## src/hw/gcr_map.vh

```
// Purpose: Constants for the global configuration register bank.
// Assumes: 8-bit registers on a 12-bit device register address.
// Notes: Offsets, field positions, masks, reset values and codes.
//
// What this block does
// - Bank bit 7 maps EEPROM above 0x0
// - ROM select overrides EEPROM bank select
// - Soft reset spares reset bits only; open-drain bit clears
// - Soft reset never relatches straps or boots
// - Hard reset acts as reset pin, boots
// - Global stop ORs per-output stop, source 0001
// - Ring oscillator disable bit powers it down
// - Open-drain bit makes serial data low-only
// - Doubler enable powers doubler up or down
// - Crystal pin mode decodes three modes
// - PLL enable bit 0 enables PLL
// - Input enable bits 2..0 drive inputs 3..1
// - Output enable bits 7..0 drive outputs 8..1
// - Second enable register drives outputs 10, 9
// - Group mux: integer, fractional/bypass, path 2
// - First mux register steers groups A, B, C
// - Second mux bits 5:4 steer group F
// - Second mux steers groups E and D
`ifndef GCR_MAP_VH
`define GCR_MAP_VH

// ----------------------------------------------------------------
// Register offsets
// ----------------------------------------------------------------
`define GCR_ADDR_W 12
`define GCR_OFS_BANK_SEL 12'h000
`define GCR_OFS_MCFG1 12'h001
`define GCR_OFS_MCFG2 12'h002
`define GCR_OFS_PLL_EN 12'h003
`define GCR_OFS_IN_EN 12'h004
`define GCR_OFS_OUT_EN_LO 12'h005
`define GCR_OFS_OUT_EN_HI 12'h006
`define GCR_OFS_MUX1 12'h007
`define GCR_OFS_MUX2 12'h008

// ----------------------------------------------------------------
// Writable bit masks and reset values
// ----------------------------------------------------------------
`define GCR_MASK_BANK_SEL 8'h80
`define GCR_MASK_MCFG1 8'hea
`define GCR_MASK_MCFG2 8'hf7
`define GCR_MASK_PLL_EN 8'h01
`define GCR_MASK_IN_EN 8'h07
`define GCR_MASK_OUT_EN_LO 8'hff
`define GCR_MASK_OUT_EN_HI 8'h03
`define GCR_MASK_MUX 8'h3f
`define GCR_RST_VAL 8'h00

// ----------------------------------------------------------------
// Field positions
// ----------------------------------------------------------------
`define GCR_BIT_EEPROM_SEL 7
`define GCR_BIT_SOFT_RST 7
`define GCR_BIT_HARD_RST 6
`define GCR_BIT_STOP 5
`define GCR_BIT_RING_OSC_DIS 3
`define GCR_BIT_OPEN_DRAIN 1
`define GCR_BIT_DOUBLER 2
`define GCR_BIT_PLL_EN 0

// ----------------------------------------------------------------
// Codes
// ----------------------------------------------------------------
`define GCR_STOP_SRC_GLOBAL 4'h1
`define GCR_XTAL_OFF 2'h0
`define GCR_XTAL_DRIVER 2'h1
`define GCR_XTAL_SINGLE 2'h2
`define GCR_MUX_INT 2'h0
`define GCR_MUX_FRAC 2'h1
`define GCR_MUX_PATH2 2'h3

`endif
```

## src/hw/gcr_global_config.v

```verilog
// Purpose: Global configuration register bank of the clock synthesizer.
// Assumes: Processor interface decodes a 12-bit address and gives
//          one-cycle read and write strobes on i_core_clk.
// Notes: Control outputs are registered; read data lands one cycle
//        after the read strobe.
`timescale 1ns/1ps
`default_nettype none
`include "gcr_map.vh"

module gcr_global_config #(
  parameter HAS_EEPROM = 1,
  parameter NUM_OUT = 10,
  parameter NUM_GRP = 6
) (
  input wire i_core_clk,
  input wire i_sys_rst,
  input wire i_reset_pin_n,
  input wire [`GCR_ADDR_W-1:0] i_reg_addr,
  input wire i_reg_wr,
  input wire [7:0] i_reg_wdata,
  input wire i_reg_rd,
  output reg [7:0] o_reg_rdata,
  output reg o_reg_rvalid,
  input wire i_rom_map_sel,
  input wire i_pll_bypass_ctl,
  input wire [NUM_OUT-1:0] i_per_output_stop,
  input wire [4*NUM_OUT-1:0] i_output_stop_source,
  input wire i_sdo_data,
  input wire i_sdo_drive,
  output reg o_sdo_out,
  output reg o_sdo_oe,
  output reg o_map_eeprom,
  output reg o_map_rom,
  output reg o_soft_reset,
  output reg o_hard_reset,
  output reg o_latch_defaults,
  output reg o_boot_start,
  output reg [NUM_OUT-1:0] o_output_stop,
  output reg o_ring_osc_pd,
  output reg [3:0] o_monitor_clk,
  output reg o_doubler_enable,
  output reg o_doubler_from_pin,
  output reg o_xtal_driver_en,
  output reg o_xa_single_en,
  output reg o_pll_enable,
  output reg [2:0] o_input_enable,
  output reg [NUM_OUT-1:0] o_output_enable,
  output reg [NUM_GRP-1:0] o_grp_sel_int,
  output reg [NUM_GRP-1:0] o_grp_sel_frac,
  output reg [NUM_GRP-1:0] o_grp_sel_bypass,
  output reg [NUM_GRP-1:0] o_grp_sel_path2
);

  // ----------------------------------------------------------------
  // Reset pin synchroniser
  // ----------------------------------------------------------------
  reg pin_meta_q;
  reg pin_sync_q;
  wire pin_rst;

  // First stage feeds only the second stage
  always @(posedge i_core_clk) begin
    if (i_sys_rst) begin
      pin_meta_q <= 1'b1;
      pin_sync_q <= 1'b1;
    end else begin
      pin_meta_q <= i_reset_pin_n;
      pin_sync_q <= pin_meta_q;
    end
  end

  assign pin_rst = ~pin_sync_q;

  // ----------------------------------------------------------------
  // Register state
  // ----------------------------------------------------------------
  reg soft_rst_q;
  reg hard_rst_q;
  reg [7:0] bank_sel_q;
  reg [7:0] mcfg1_q;
  reg [7:0] mcfg2_q;
  reg [7:0] pll_en_q;
  reg [7:0] in_en_q;
  reg [7:0] out_en_lo_q;
  reg [7:0] out_en_hi_q;
  reg [7:0] mux1_q;
  reg [7:0] mux2_q;
  reg hard_act_d1_q;
  wire hard_act;
  wire core_rst;
  wire bank_away;
  wire wr_own;
  wire [7:0] wd;

  // Pin or hard bit counts as hard reset; soft bit joins for the bank
  assign hard_act = hard_rst_q | pin_rst;
  assign core_rst = hard_act | soft_rst_q;

  // ROM select wins; EEPROM only on variants that have one
  assign bank_away = i_rom_map_sel |
    (bank_sel_q[`GCR_BIT_EEPROM_SEL] &
    (HAS_EEPROM != 0));

  // Offset 0 is always ours; the rest only when not mapped away
  assign wr_own = i_reg_wr & ~core_rst &
    ((i_reg_addr == `GCR_OFS_BANK_SEL) | ~bank_away);
  assign wd = i_reg_wdata;

  // Reset control bits: soft bit survives soft reset, hard bit survives
  // hard-bit reset but clears the soft bit; the pin or system reset clears both, and an MCFG1 write loads both even during soft or hard-bit reset
  always @(posedge i_core_clk) begin
    if (i_sys_rst || pin_rst) begin
      soft_rst_q <= 1'b0;
      hard_rst_q <= 1'b0;
    end else if (i_reg_wr && i_reg_addr == `GCR_OFS_MCFG1) begin
      soft_rst_q <= wd[`GCR_BIT_SOFT_RST];
      hard_rst_q <= wd[`GCR_BIT_HARD_RST];
    end else if (hard_rst_q) begin
      soft_rst_q <= 1'b0;
    end
  end

  // Configuration registers, held at reset values during any reset.
  // Reserved bits are masked so they never store a one.
  always @(posedge i_core_clk) begin
    if (i_sys_rst || core_rst) begin
      bank_sel_q <= `GCR_RST_VAL;
      mcfg1_q <= `GCR_RST_VAL;
      mcfg2_q <= `GCR_RST_VAL;
      pll_en_q <= `GCR_RST_VAL;
      in_en_q <= `GCR_RST_VAL;
      out_en_lo_q <= `GCR_RST_VAL;
      out_en_hi_q <= `GCR_RST_VAL;
      mux1_q <= `GCR_RST_VAL;
      mux2_q <= `GCR_RST_VAL;
    end else if (wr_own) begin
      case (i_reg_addr)
        `GCR_OFS_BANK_SEL: begin
          bank_sel_q <= wd & `GCR_MASK_BANK_SEL;
        end
        `GCR_OFS_MCFG1: begin
          // Reset bits live in their own flops
          mcfg1_q <= wd & `GCR_MASK_MCFG1 & 8'h3f;
        end
        `GCR_OFS_MCFG2: begin
          mcfg2_q <= wd & `GCR_MASK_MCFG2;
        end
        `GCR_OFS_PLL_EN: begin
          pll_en_q <= wd & `GCR_MASK_PLL_EN;
        end
        `GCR_OFS_IN_EN: begin
          in_en_q <= wd & `GCR_MASK_IN_EN;
        end
        `GCR_OFS_OUT_EN_LO: begin
          out_en_lo_q <= wd & `GCR_MASK_OUT_EN_LO;
        end
        `GCR_OFS_OUT_EN_HI: begin
          out_en_hi_q <= wd & `GCR_MASK_OUT_EN_HI;
        end
        `GCR_OFS_MUX1: begin
          mux1_q <= wd & `GCR_MASK_MUX;
        end
        `GCR_OFS_MUX2: begin
          mux2_q <= wd & `GCR_MASK_MUX;
        end
        default: begin
          bank_sel_q <= bank_sel_q;
        end
      endcase
    end
  end

  // ----------------------------------------------------------------
  // Read path
  // ----------------------------------------------------------------
  reg [7:0] rd_mux;

  // Mapped-away offsets read zero here; the other space answers them
  always @* begin
    rd_mux = 8'h00;
    if (i_reg_addr == `GCR_OFS_BANK_SEL || !bank_away) begin
      case (i_reg_addr)
        `GCR_OFS_BANK_SEL: rd_mux = bank_sel_q;
        `GCR_OFS_MCFG1: rd_mux = {soft_rst_q, hard_rst_q, mcfg1_q[5:0]};
        `GCR_OFS_MCFG2: rd_mux = mcfg2_q;
        `GCR_OFS_PLL_EN: rd_mux = pll_en_q;
        `GCR_OFS_IN_EN: rd_mux = in_en_q;
        `GCR_OFS_OUT_EN_LO: rd_mux = out_en_lo_q;
        `GCR_OFS_OUT_EN_HI: rd_mux = out_en_hi_q;
        `GCR_OFS_MUX1: rd_mux = mux1_q;
        `GCR_OFS_MUX2: rd_mux = mux2_q;
        default: rd_mux = 8'h00;
      endcase
    end
  end

  // Read data is captured on the strobe and held until the next read
  always @(posedge i_core_clk) begin
    if (i_sys_rst) begin
      o_reg_rdata <= 8'h00;
      o_reg_rvalid <= 1'b0;
    end else begin
      o_reg_rvalid <= i_reg_rd;
      if (i_reg_rd) begin
        o_reg_rdata <= rd_mux;
      end
    end
  end

  // ----------------------------------------------------------------
  // Reset sequencing outputs
  // ----------------------------------------------------------------
  // Straps relatch and boot starts when a hard reset or the system reset ends;
  // a soft reset release never produces these pulses
  always @(posedge i_core_clk) begin
    if (i_sys_rst) begin
      hard_act_d1_q <= 1'b1;
      o_latch_defaults <= 1'b0;
      o_boot_start <= 1'b0;
      o_soft_reset <= 1'b0;
      o_hard_reset <= 1'b0;
    end else begin
      hard_act_d1_q <= hard_act;
      o_latch_defaults <= hard_act_d1_q & ~hard_act;
      o_boot_start <= hard_act_d1_q & ~hard_act;
      o_soft_reset <= soft_rst_q & ~hard_act;
      o_hard_reset <= hard_act;
    end
  end

  // ----------------------------------------------------------------
  // Global decodes
  // ----------------------------------------------------------------
  wire [1:0] xtal_mode;

  assign xtal_mode = mcfg2_q[1:0];

  // Monitor clock bits are only carried through; software keeps them 0
  always @(posedge i_core_clk) begin
    if (i_sys_rst) begin
      o_map_eeprom <= 1'b0;
      o_map_rom <= 1'b0;
      o_ring_osc_pd <= 1'b0;
      o_monitor_clk <= 4'h0;
      o_doubler_enable <= 1'b0;
      o_doubler_from_pin <= 1'b0;
      o_xtal_driver_en <= 1'b0;
      o_xa_single_en <= 1'b0;
      o_pll_enable <= 1'b0;
      o_input_enable <= 3'h0;
      o_output_enable <= {NUM_OUT{1'b0}};
    end else begin
      o_map_rom <= i_rom_map_sel;
      o_map_eeprom <= bank_away & ~i_rom_map_sel;
      o_ring_osc_pd <= mcfg1_q[`GCR_BIT_RING_OSC_DIS];
      o_monitor_clk <= mcfg2_q[7:4];
      o_doubler_enable <= mcfg2_q[`GCR_BIT_DOUBLER];
      // Doubler taps the pin in single-ended mode, else the driver
      o_doubler_from_pin <= (xtal_mode == `GCR_XTAL_SINGLE);
      // Unused mode 11 leaves the driver and single-ended input powered down
      o_xtal_driver_en <= (xtal_mode == `GCR_XTAL_DRIVER);
      o_xa_single_en <= (xtal_mode == `GCR_XTAL_SINGLE);
      o_pll_enable <= pll_en_q[`GCR_BIT_PLL_EN];
      o_input_enable <= in_en_q[2:0];
      o_output_enable <= {out_en_hi_q[1:0],
                          out_en_lo_q};
    end
  end

  // ----------------------------------------------------------------
  // Serial data pin driver
  // ----------------------------------------------------------------
  // Open-drain mode drives only lows; the pullup gives the high
  always @(posedge i_core_clk) begin
    if (i_sys_rst) begin
      o_sdo_out <= 1'b0;
      o_sdo_oe <= 1'b0;
    end else if (mcfg1_q[`GCR_BIT_OPEN_DRAIN]) begin
      o_sdo_out <= 1'b0;
      o_sdo_oe <= i_sdo_drive & ~i_sdo_data;
    end else begin
      o_sdo_out <= i_sdo_data;
      o_sdo_oe <= i_sdo_drive;
    end
  end

  // ----------------------------------------------------------------
  // Per-output stop
  // ----------------------------------------------------------------
  genvar k;

  generate
    for (k = 0; k < NUM_OUT; k = k + 1) begin : g_stop
      // Both stop sources act only on outputs whose source is global
      always @(posedge i_core_clk) begin
        if (i_sys_rst) begin
          o_output_stop[k] <= 1'b0;
        end else begin
          o_output_stop[k] <=
            (i_output_stop_source[4*k+3:4*k] == `GCR_STOP_SRC_GLOBAL) &
            (mcfg1_q[`GCR_BIT_STOP] | i_per_output_stop[k]);
        end
      end
    end
  endgenerate

  // ----------------------------------------------------------------
  // Output group mux decode
  // ----------------------------------------------------------------
  wire [2*NUM_GRP-1:0] grp_mux;

  // Groups A..C from the first register, D..F from the second
  assign grp_mux = {mux2_q[5:0], mux1_q[5:0]};

  generate
    for (k = 0; k < NUM_GRP; k = k + 1) begin : g_mux
      // Code 10 selects nothing rather than guessing a path
      always @(posedge i_core_clk) begin
        if (i_sys_rst) begin
          o_grp_sel_int[k] <= 1'b0;
          o_grp_sel_frac[k] <= 1'b0;
          o_grp_sel_bypass[k] <= 1'b0;
          o_grp_sel_path2[k] <= 1'b0;
        end else begin
          o_grp_sel_int[k] <=
            (grp_mux[2*k+1:2*k] == `GCR_MUX_INT);
          o_grp_sel_frac[k] <=
            (grp_mux[2*k+1:2*k] == `GCR_MUX_FRAC) &
            ~i_pll_bypass_ctl;
          o_grp_sel_bypass[k] <=
            (grp_mux[2*k+1:2*k] == `GCR_MUX_FRAC) &
            i_pll_bypass_ctl;
          o_grp_sel_path2[k] <=
            (grp_mux[2*k+1:2*k] == `GCR_MUX_PATH2);
        end
      end
    end
  endgenerate

endmodule

`default_nettype wire

```

## config.mk

```make
export PLATFORM = sky130hd
export DESIGN_NAME = gcr_global_config
export DESIGN_NICKNAME = d
export VERILOG_FILES = /design/src/hw/gcr_global_config.v
export VERILOG_INCLUDE_DIRS = /design/src /design/src/hw
export SDC_FILE = /design/constraint.sdc
export NUM_CORES = 1
export LEC_CHECK = 0
export BUFFER_PORTS_ARGS = -buffer_cell sky130_fd_sc_hd__buf_2
export CORE_MARGIN = 1
export CORE_UTILIZATION = 30
export DETAILED_ROUTE_END_ITERATION = 10
export SYNTH_ARGS = -nofsm -noshare
export SYNTH_HDL_FRONTEND = slang
export SYNTH_SLANG_ARGS = --single-unit
```

## constraint.sdc

```tcl
create_clock -name i_core_clk -period 5.4 [get_ports i_core_clk]
set_input_delay 0.81 -clock i_core_clk [delete_from_list [all_inputs] [get_ports i_core_clk]]
set_output_delay 0.81 -clock i_core_clk [all_outputs]
set_load 0.01 [all_outputs]
```

; ---- Word-level counts from Yosys, hierarchy flattened
; Index checks and enable logic that the tools add are counted.
[word_totals]
out_inout_bits = 74
regBits = 114
word_cells = 174
input_bits = 79
[classes]
reduce_logical = 23
n_bitwise = 49
eq_ne = 32
mux = 5
[op_table]
columns = op, n
row1 = $pmux W8 S9, 1
row2 = $eq A12 B3 Y1 const B, 4
row3 = $eq A4 B1 Y1 const B, 10
row4 = $and A1 B1 Y1, 28
row5 = $eq A12 B2 Y1 const B, 2
row6 = $reduce_and A2 Y1, 9
row7 = $eq A2 B1 Y1 const B, 7
row8 = $eq A2 B2 Y1 const B, 7
row9 = $or A1 B1 Y1, 14
row10 = $eq A12 B1 Y1 const B, 1
row11 = $eq A12 B4 Y1 const B, 1
row12 = $logic_not A12 Y1, 1
row13 = $logic_not A2 Y1, 6
row14 = $mux W8, 1
row15 = $not A1 Y1, 7
row16 = $logic_or A1 B1 Y1, 3
row17 = $mux W1, 3
row18 = $reduce_bool A2 Y1, 1
row19 = $reduce_or A2 Y1, 1
row20 = $logic_and A1 B1 Y1, 1
row21 = $logic_not A1 Y1, 1

; ---- Logic depth before layout (Yosys ltp)
[depth]
word_depth = 7
depth_mapped = 7
ltp_nobuf = 4

; ---- Worst setup path after synthesis
; No wires, ideal clock.
[synth_path]
path_kind = input port to flip-flop
start = in i_reg_addr[9]
end = reg mux1_q[0]
path_slack_ns = 3.009
path_stages = 6
required_ns = 5.328
path_buffers = 2
arrival_time_ns = 2.319
setup_ns = 0.072
cell_sequence = or4_1 > buf_2 > nor4_4 > and3_1 > buf_4 > mux2i_1
[synth_via]
elab_chain_len = 4
word_cells_on_any_way = 5
classes_between = eq/ne: 1 / bitwise: 2 / reduce/logical: 2
[synth_lines]
columns = element, line
row1 = from (decl), gcr_global_config.v:18  ; input wire [`GCR_ADDR_W-1:0] i_reg_addr,
row2 = $logic_not A12 Y1, n/a
row3 = $or A1 B1 Y1, gcr_global_config.v:106  ; ((i_reg_addr == `GCR_OFS_BANK_SEL) | ~bank_away);
row4 = $and A1 B1 Y1, gcr_global_config.v:105  ; assign wr_own = i_reg_wr & ~core_rst &
row5 = $reduce_and A2 Y1 (no line) *, n/a
row6 = to (signal assigned), gcr_global_config.v:134  ; mux1_q <= `GCR_RST_VAL;
row7 = to (signal assigned), gcr_global_config.v:161  ; mux1_q <= wd & `GCR_MASK_MUX;
row8 = to (decl), gcr_global_config.v:86  ; reg [7:0] mux1_q;
; Mark *: on every way between the ends. The rest lies on a longest branch, timed or not.
; A chain may end at the register's enable or synchronous reset.

; ---- Worst setup path in the final report
; Same ends and word-level chain as after synthesis.

==> impl.org <==
** Final layout
- Once layout is complete, the utilization of the core stands at between 40 and 50%.
- For this run, the post-layout net count is approximately 660.
- The number of antenna diodes in the final layout is 0.
- Layout cell share with drive strength beyond 1 :: 33.56%
- Area growth syn-to-layout :: 34.51%
- Fill cells in the final layout number around 1400.

** Die
- The core region is about 0.014 sq mm.
- Standard-cell rows :: 43
- During I/O placement, the number of pins put on the boundary was ~150.
- Die X :: approximately 120 um
- Die Area :: ~0.015 sq mm
- Once the floorplan was initialized, standard cells occupied between 30 and 40% of the core.
- In this run the vertical extent of the chip is approximately 120 um.

** Synth
- Count of flip-flops with a built-in enable after synthesis :: 0
- Cell accounting for the most synthesized area :: sky130_fd_sc_hd__dfxtp_1
- Ranked by instance count, the synthesized netlist is headed by 114 x sky130_fd_sc_hd__dfxtp_1, 39 x sky130_fd_sc_hd__nand2_1, 26 x sky130_fd_sc_hd__nor2b_1, 25 x sky130_fd_sc_hd__mux2i_1, 24 x sky130_fd_sc_hd__nor2_1.
- Yosys Warn Count :: 0
- After synthesis, the mean cell area works out to between 9 and 10 sq um.
- After synthesis the cells add up to about 0.0043 sq mm.
- Seq cells post-synth :: roughly 110
- Gate Count Post-Synth :: approximately 440
- For this run, the register share of the synthesized area comes to between 50 and 60%.
- Most used flip-flop cell after synthesis :: sky130_fd_sc_hd__dfxtp_1
- Post-synth ARST share :: 0%
- The netlist uses between 50 and 60 different library cells.
- By area the synthesized netlist is led by sky130_fd_sc_hd__dfxtp_1 53%, sky130_fd_sc_hd__mux2i_1 5.8%, sky130_fd_sc_hd__nor2b_1 3.8%, sky130_fd_sc_hd__nand2_1 3.4%, sky130_fd_sc_hd__o21ai_0 2.5%.
- Top-area cell type share of the netlist area :: 53.35%
- Most instantiated library cell after synthesis :: sky130_fd_sc_hd__dfxtp_1
- Number of nets in the synthesized netlist :: a little over 500

** Clock tree
- Setup bufs post-CTS :: 0
- TritonCTS built the clock tree.
- Gates resized during post-CTS repair numbered 0.
- Clock-pin slew was measured on the worst setup and hold paths at roughly 0.050 ns.
- Maximum clock path buffer count :: 2
- CTS Buf Count :: 17
- Number of sinks on the clock net :: ~110
- The root buffer cell chosen for the clock tree is sky130_fd_sc_hd__clkbuf_16.
- For the worst-skew pair, the clock arrives at the later sink with an insertion delay of 0.43 ns.
- The H-tree generated during clock tree synthesis spans 4 levels.
- Hold repair after CTS inserted 0 buffers.

** STA
- Minimum clock period after layout :: ~2.8 ns
- The worst pin sits at a relative slew slack of 35.49%.
- Final hold violation count :: 0
- Setup repair after global routing left no endpoint under its margin.
- For the pin with the worst max-slew slack, the measured transition is approximately 0.97 ns.
- Max Transition Viols Final :: 0
- Total of endpoints with negative setup slack in the final report :: 0
- Setup tns final :: 0 ns
- Clock Skew :: between 0.02 and 0.025 ns
- Final period util :: between 50% and 60%
- Derived from the worst setup path, the maximum achievable clock frequency is 360.0 MHz.

** Critical path
- On the critical path, the stage with the largest delay is an instance of sky130_fd_sc_hd__nor4_4.
- STA classifies the critical path startpoint as an input pin.
- The worst register-to-register path begins at pin_sync_q.
- Endpoint class of the critical path :: flip-flop
- Traced cell by cell, the critical path runs through buf_2, or4_1, nor4_4, and3_1, mux2i_1.
- STA puts the critical path data arrival time at just over 3 ns.
- Startpoint-to-endpoint class of the critical path :: in -> reg
- CP endpoint :: mux1_q[0]
- The largest single stage delay on the critical path is between 0.7 and 0.8 ns.
- Register-to-register path setup slack :: around 3.0 ns
- At the worst endpoint, the required time is 5.73 ns.
- Critical register-to-register path endpoint :: mux1_q[0]
- Startpoint of the most critical setup path :: i_reg_addr[9]
- Counting cells, the worst reg-to-reg path comes to 4.
- In this run the worst path has a maximum fanout of 14.

** GRT
- The number of antenna violations at the first check in global routing was 0.
- Overall global routing resource usage :: between 15 and 20%
- The first global-routing pass estimated about 19000 um of wire.
- For this run the aggregate overflow at the end of global routing stands at 0.
- Vias in the first global route :: about 3700
- Entering global routing, the biggest net connects between 40 and 50 pins.

** Routing
- Dividing the detail-routed wire length by the instance count gives 16.38 um.
- The detailed router finished its first iteration with 222 violations.
- Number of vias in the routed layout :: approximately 3900
- Remaining antenna violation count :: 0
- DRT Pass-1 Iters :: 5
- Total wire length :: 12710 um
- Post-route DRC :: 0
- Dividing the detail-routed via count by the number of cells gives 4.985.

** Min path
- Path class of the lowest-slack min-delay path :: reg -> reg

** Placement
- Global placer's final weighted congestion :: 0.9013
- Count of buffers from port buffering :: approximately 150
- DP HPWL :: around 9500 um

** Job
- Number of maximum-capacitance constraint violations :: 0

** Power and ir drop
- Power spread over the standard cell area amounts to ~350 mW/mm^2.
- Leakage :: 2.486 nW
- Largest vdd supply drop :: between 0.15 and 0.2 mV
- Sum of internal, switching and leakage power :: ~0.0020 W

** Outcome
- Outcome :: completed
-- critical path: cells and delay by family --
kind,cells,cell delay (ns)
and+or+nand+nor,3,1.96
muxes,1,0.23
buffers and inverters,1,0.11
-- report_power, final --
group / switching, W / internal (W) / total [W] / leakage [nW]
clock network: 0.000378 / 0.000701 / 0.00108 / 0.280
logic: 0.0000633 / 0.0000385 / 0.000102 / 1.28
registers: 0.00000197 / 0.000849 / 0.000851 / 0.923
-- cell usage in the layout (no fill, tap or decap), types with 2 or more instances in the layout --
master / n
sky130_fd_sc_hd__nor4b_1: 5
sky130_fd_sc_hd__nand2b_1: 8
sky130_fd_sc_hd__clkbuf_8: 6
sky130_fd_sc_hd__clkinv_2: 3
sky130_fd_sc_hd__o21ai_0: 21
sky130_fd_sc_hd__a221oi_1: 3
sky130_fd_sc_hd__nand3_1: 19
sky130_fd_sc_hd__clkinvlp_4: 4
sky130_fd_sc_hd__nand3b_1: 3
sky130_fd_sc_hd__a22oi_1: 5
sky130_fd_sc_hd__nor3b_1: 5
sky130_fd_sc_hd__mux4_2: 2
sky130_fd_sc_hd__o211ai_1: 8
sky130_fd_sc_hd__nor4_1: 10
sky130_fd_sc_hd__nor2_1: 24
sky130_fd_sc_hd__or3_1: 2
sky130_fd_sc_hd__nand2_1: 39
sky130_fd_sc_hd__nor4_2: 2
sky130_fd_sc_hd__or2_2: 6
sky130_fd_sc_hd__o2bb2ai_1: 2
sky130_fd_sc_hd__dfxtp_1: 114
sky130_fd_sc_hd__buf_4: 2
sky130_fd_sc_hd__buf_2: 152
sky130_fd_sc_hd__and3_1: 9
sky130_fd_sc_hd__and4_1: 2
sky130_fd_sc_hd__o21a_1: 2
sky130_fd_sc_hd__nor3_1: 8
sky130_fd_sc_hd__a22o_1: 5
sky130_fd_sc_hd__clkbuf_16: 17
sky130_fd_sc_hd__nor2b_1: 26
sky130_fd_sc_hd__and2_1: 4
sky130_fd_sc_hd__a21oi_1: 20
sky130_fd_sc_hd__mux2i_1: 25
sky130_fd_sc_hd__or4_1: 2
sky130_fd_sc_hd__inv_1: 5
sky130_fd_sc_hd__o31ai_1: 2
sky130_fd_sc_hd__nand4_1: 5
-- flip-flops by register name (all words and copies together), names as in the netlist, 6 cells and up --
register,count
o_output_enable,10
mcfg2_q,7
o_output_stop,10
o_reg_rdata,8
o_grp_sel_bypass,6
out_en_lo_q,8
o_grp_sel_int,6
o_grp_sel_frac,6
o_grp_sel_path2,6
mux1_q,6
mux2_q,6
-- logic make-up (layout without fill, tap and decap cells) --
group	Yosys count	in the layout	synth area share, %
compound gates	76	76	11.50
buf+inv	30	191	3.042
flops	114	114	53.35
mux	28	28	7.166
simple gates	187	187	24.95
-- worst min-delay path by stage --
| stage | cells after the start | slack (ns) | endpoint | from |
|---|---|---|---|---|
| 4_1_cts | 1 | 0.41 | pin_sync_q | pin_meta_q |
| 3_3_place_gp | 1 | 0.39 | pin_sync_q | pin_meta_q |
| 3_5_place_dp | 1 | 0.40 | pin_sync_q | pin_meta_q |
| 2_1_floorplan | 1 | 0.39 | pin_sync_q | pin_meta_q |
| 6_report | 1 | 0.41 | pin_sync_q | pin_meta_q |
| 5_1_grt | 1 | 0.43 | pin_sync_q | pin_meta_q |
-- metal layers --
| layer | vias to the layer above | part of all wire, % | track usage [%] |
|---|---|---|---|
| met5 | - | 0 | 0 |
| met3 | 15 | 7.1 | 5.263 |
| li1 | 1859 | - | - |
| met1 | 1845 | 45 | 22.34 |
| met4 | 0 | 1.6 | 9.182 |
| met2 | 149 | 46 | 26.99 |
-- metrics by stage --
step           instances  setup slack, ns  instance area (sq um)  hold slack [ns]
2_1_floorplan        435            3.009                   4278           0.3895
3_3_place_gp         744            2.287                   5167           0.3928
3_5_place_dp         744            2.189                   5167           0.4006
4_1_cts              776            2.629                   5754           0.4144
5_1_grt              776            2.512                   5754           0.4328
6_report             776            2.622                   5754           0.4084
-- final cells by class --
type                            count  area [sq um]  area share, %
Multi-Input combinational cell    291          1866          32.42
Inverter                            5         18.77         0.3262
Clock buffer                       24         511.7          8.893
Sequential cell                   114          2282          39.66
Clock inverter                      8         75.07          1.305
Timing Repair Buffer              154         775.7          13.48
Tap cell                          180         225.2          3.914
Power figures use the tool's default switching activity.
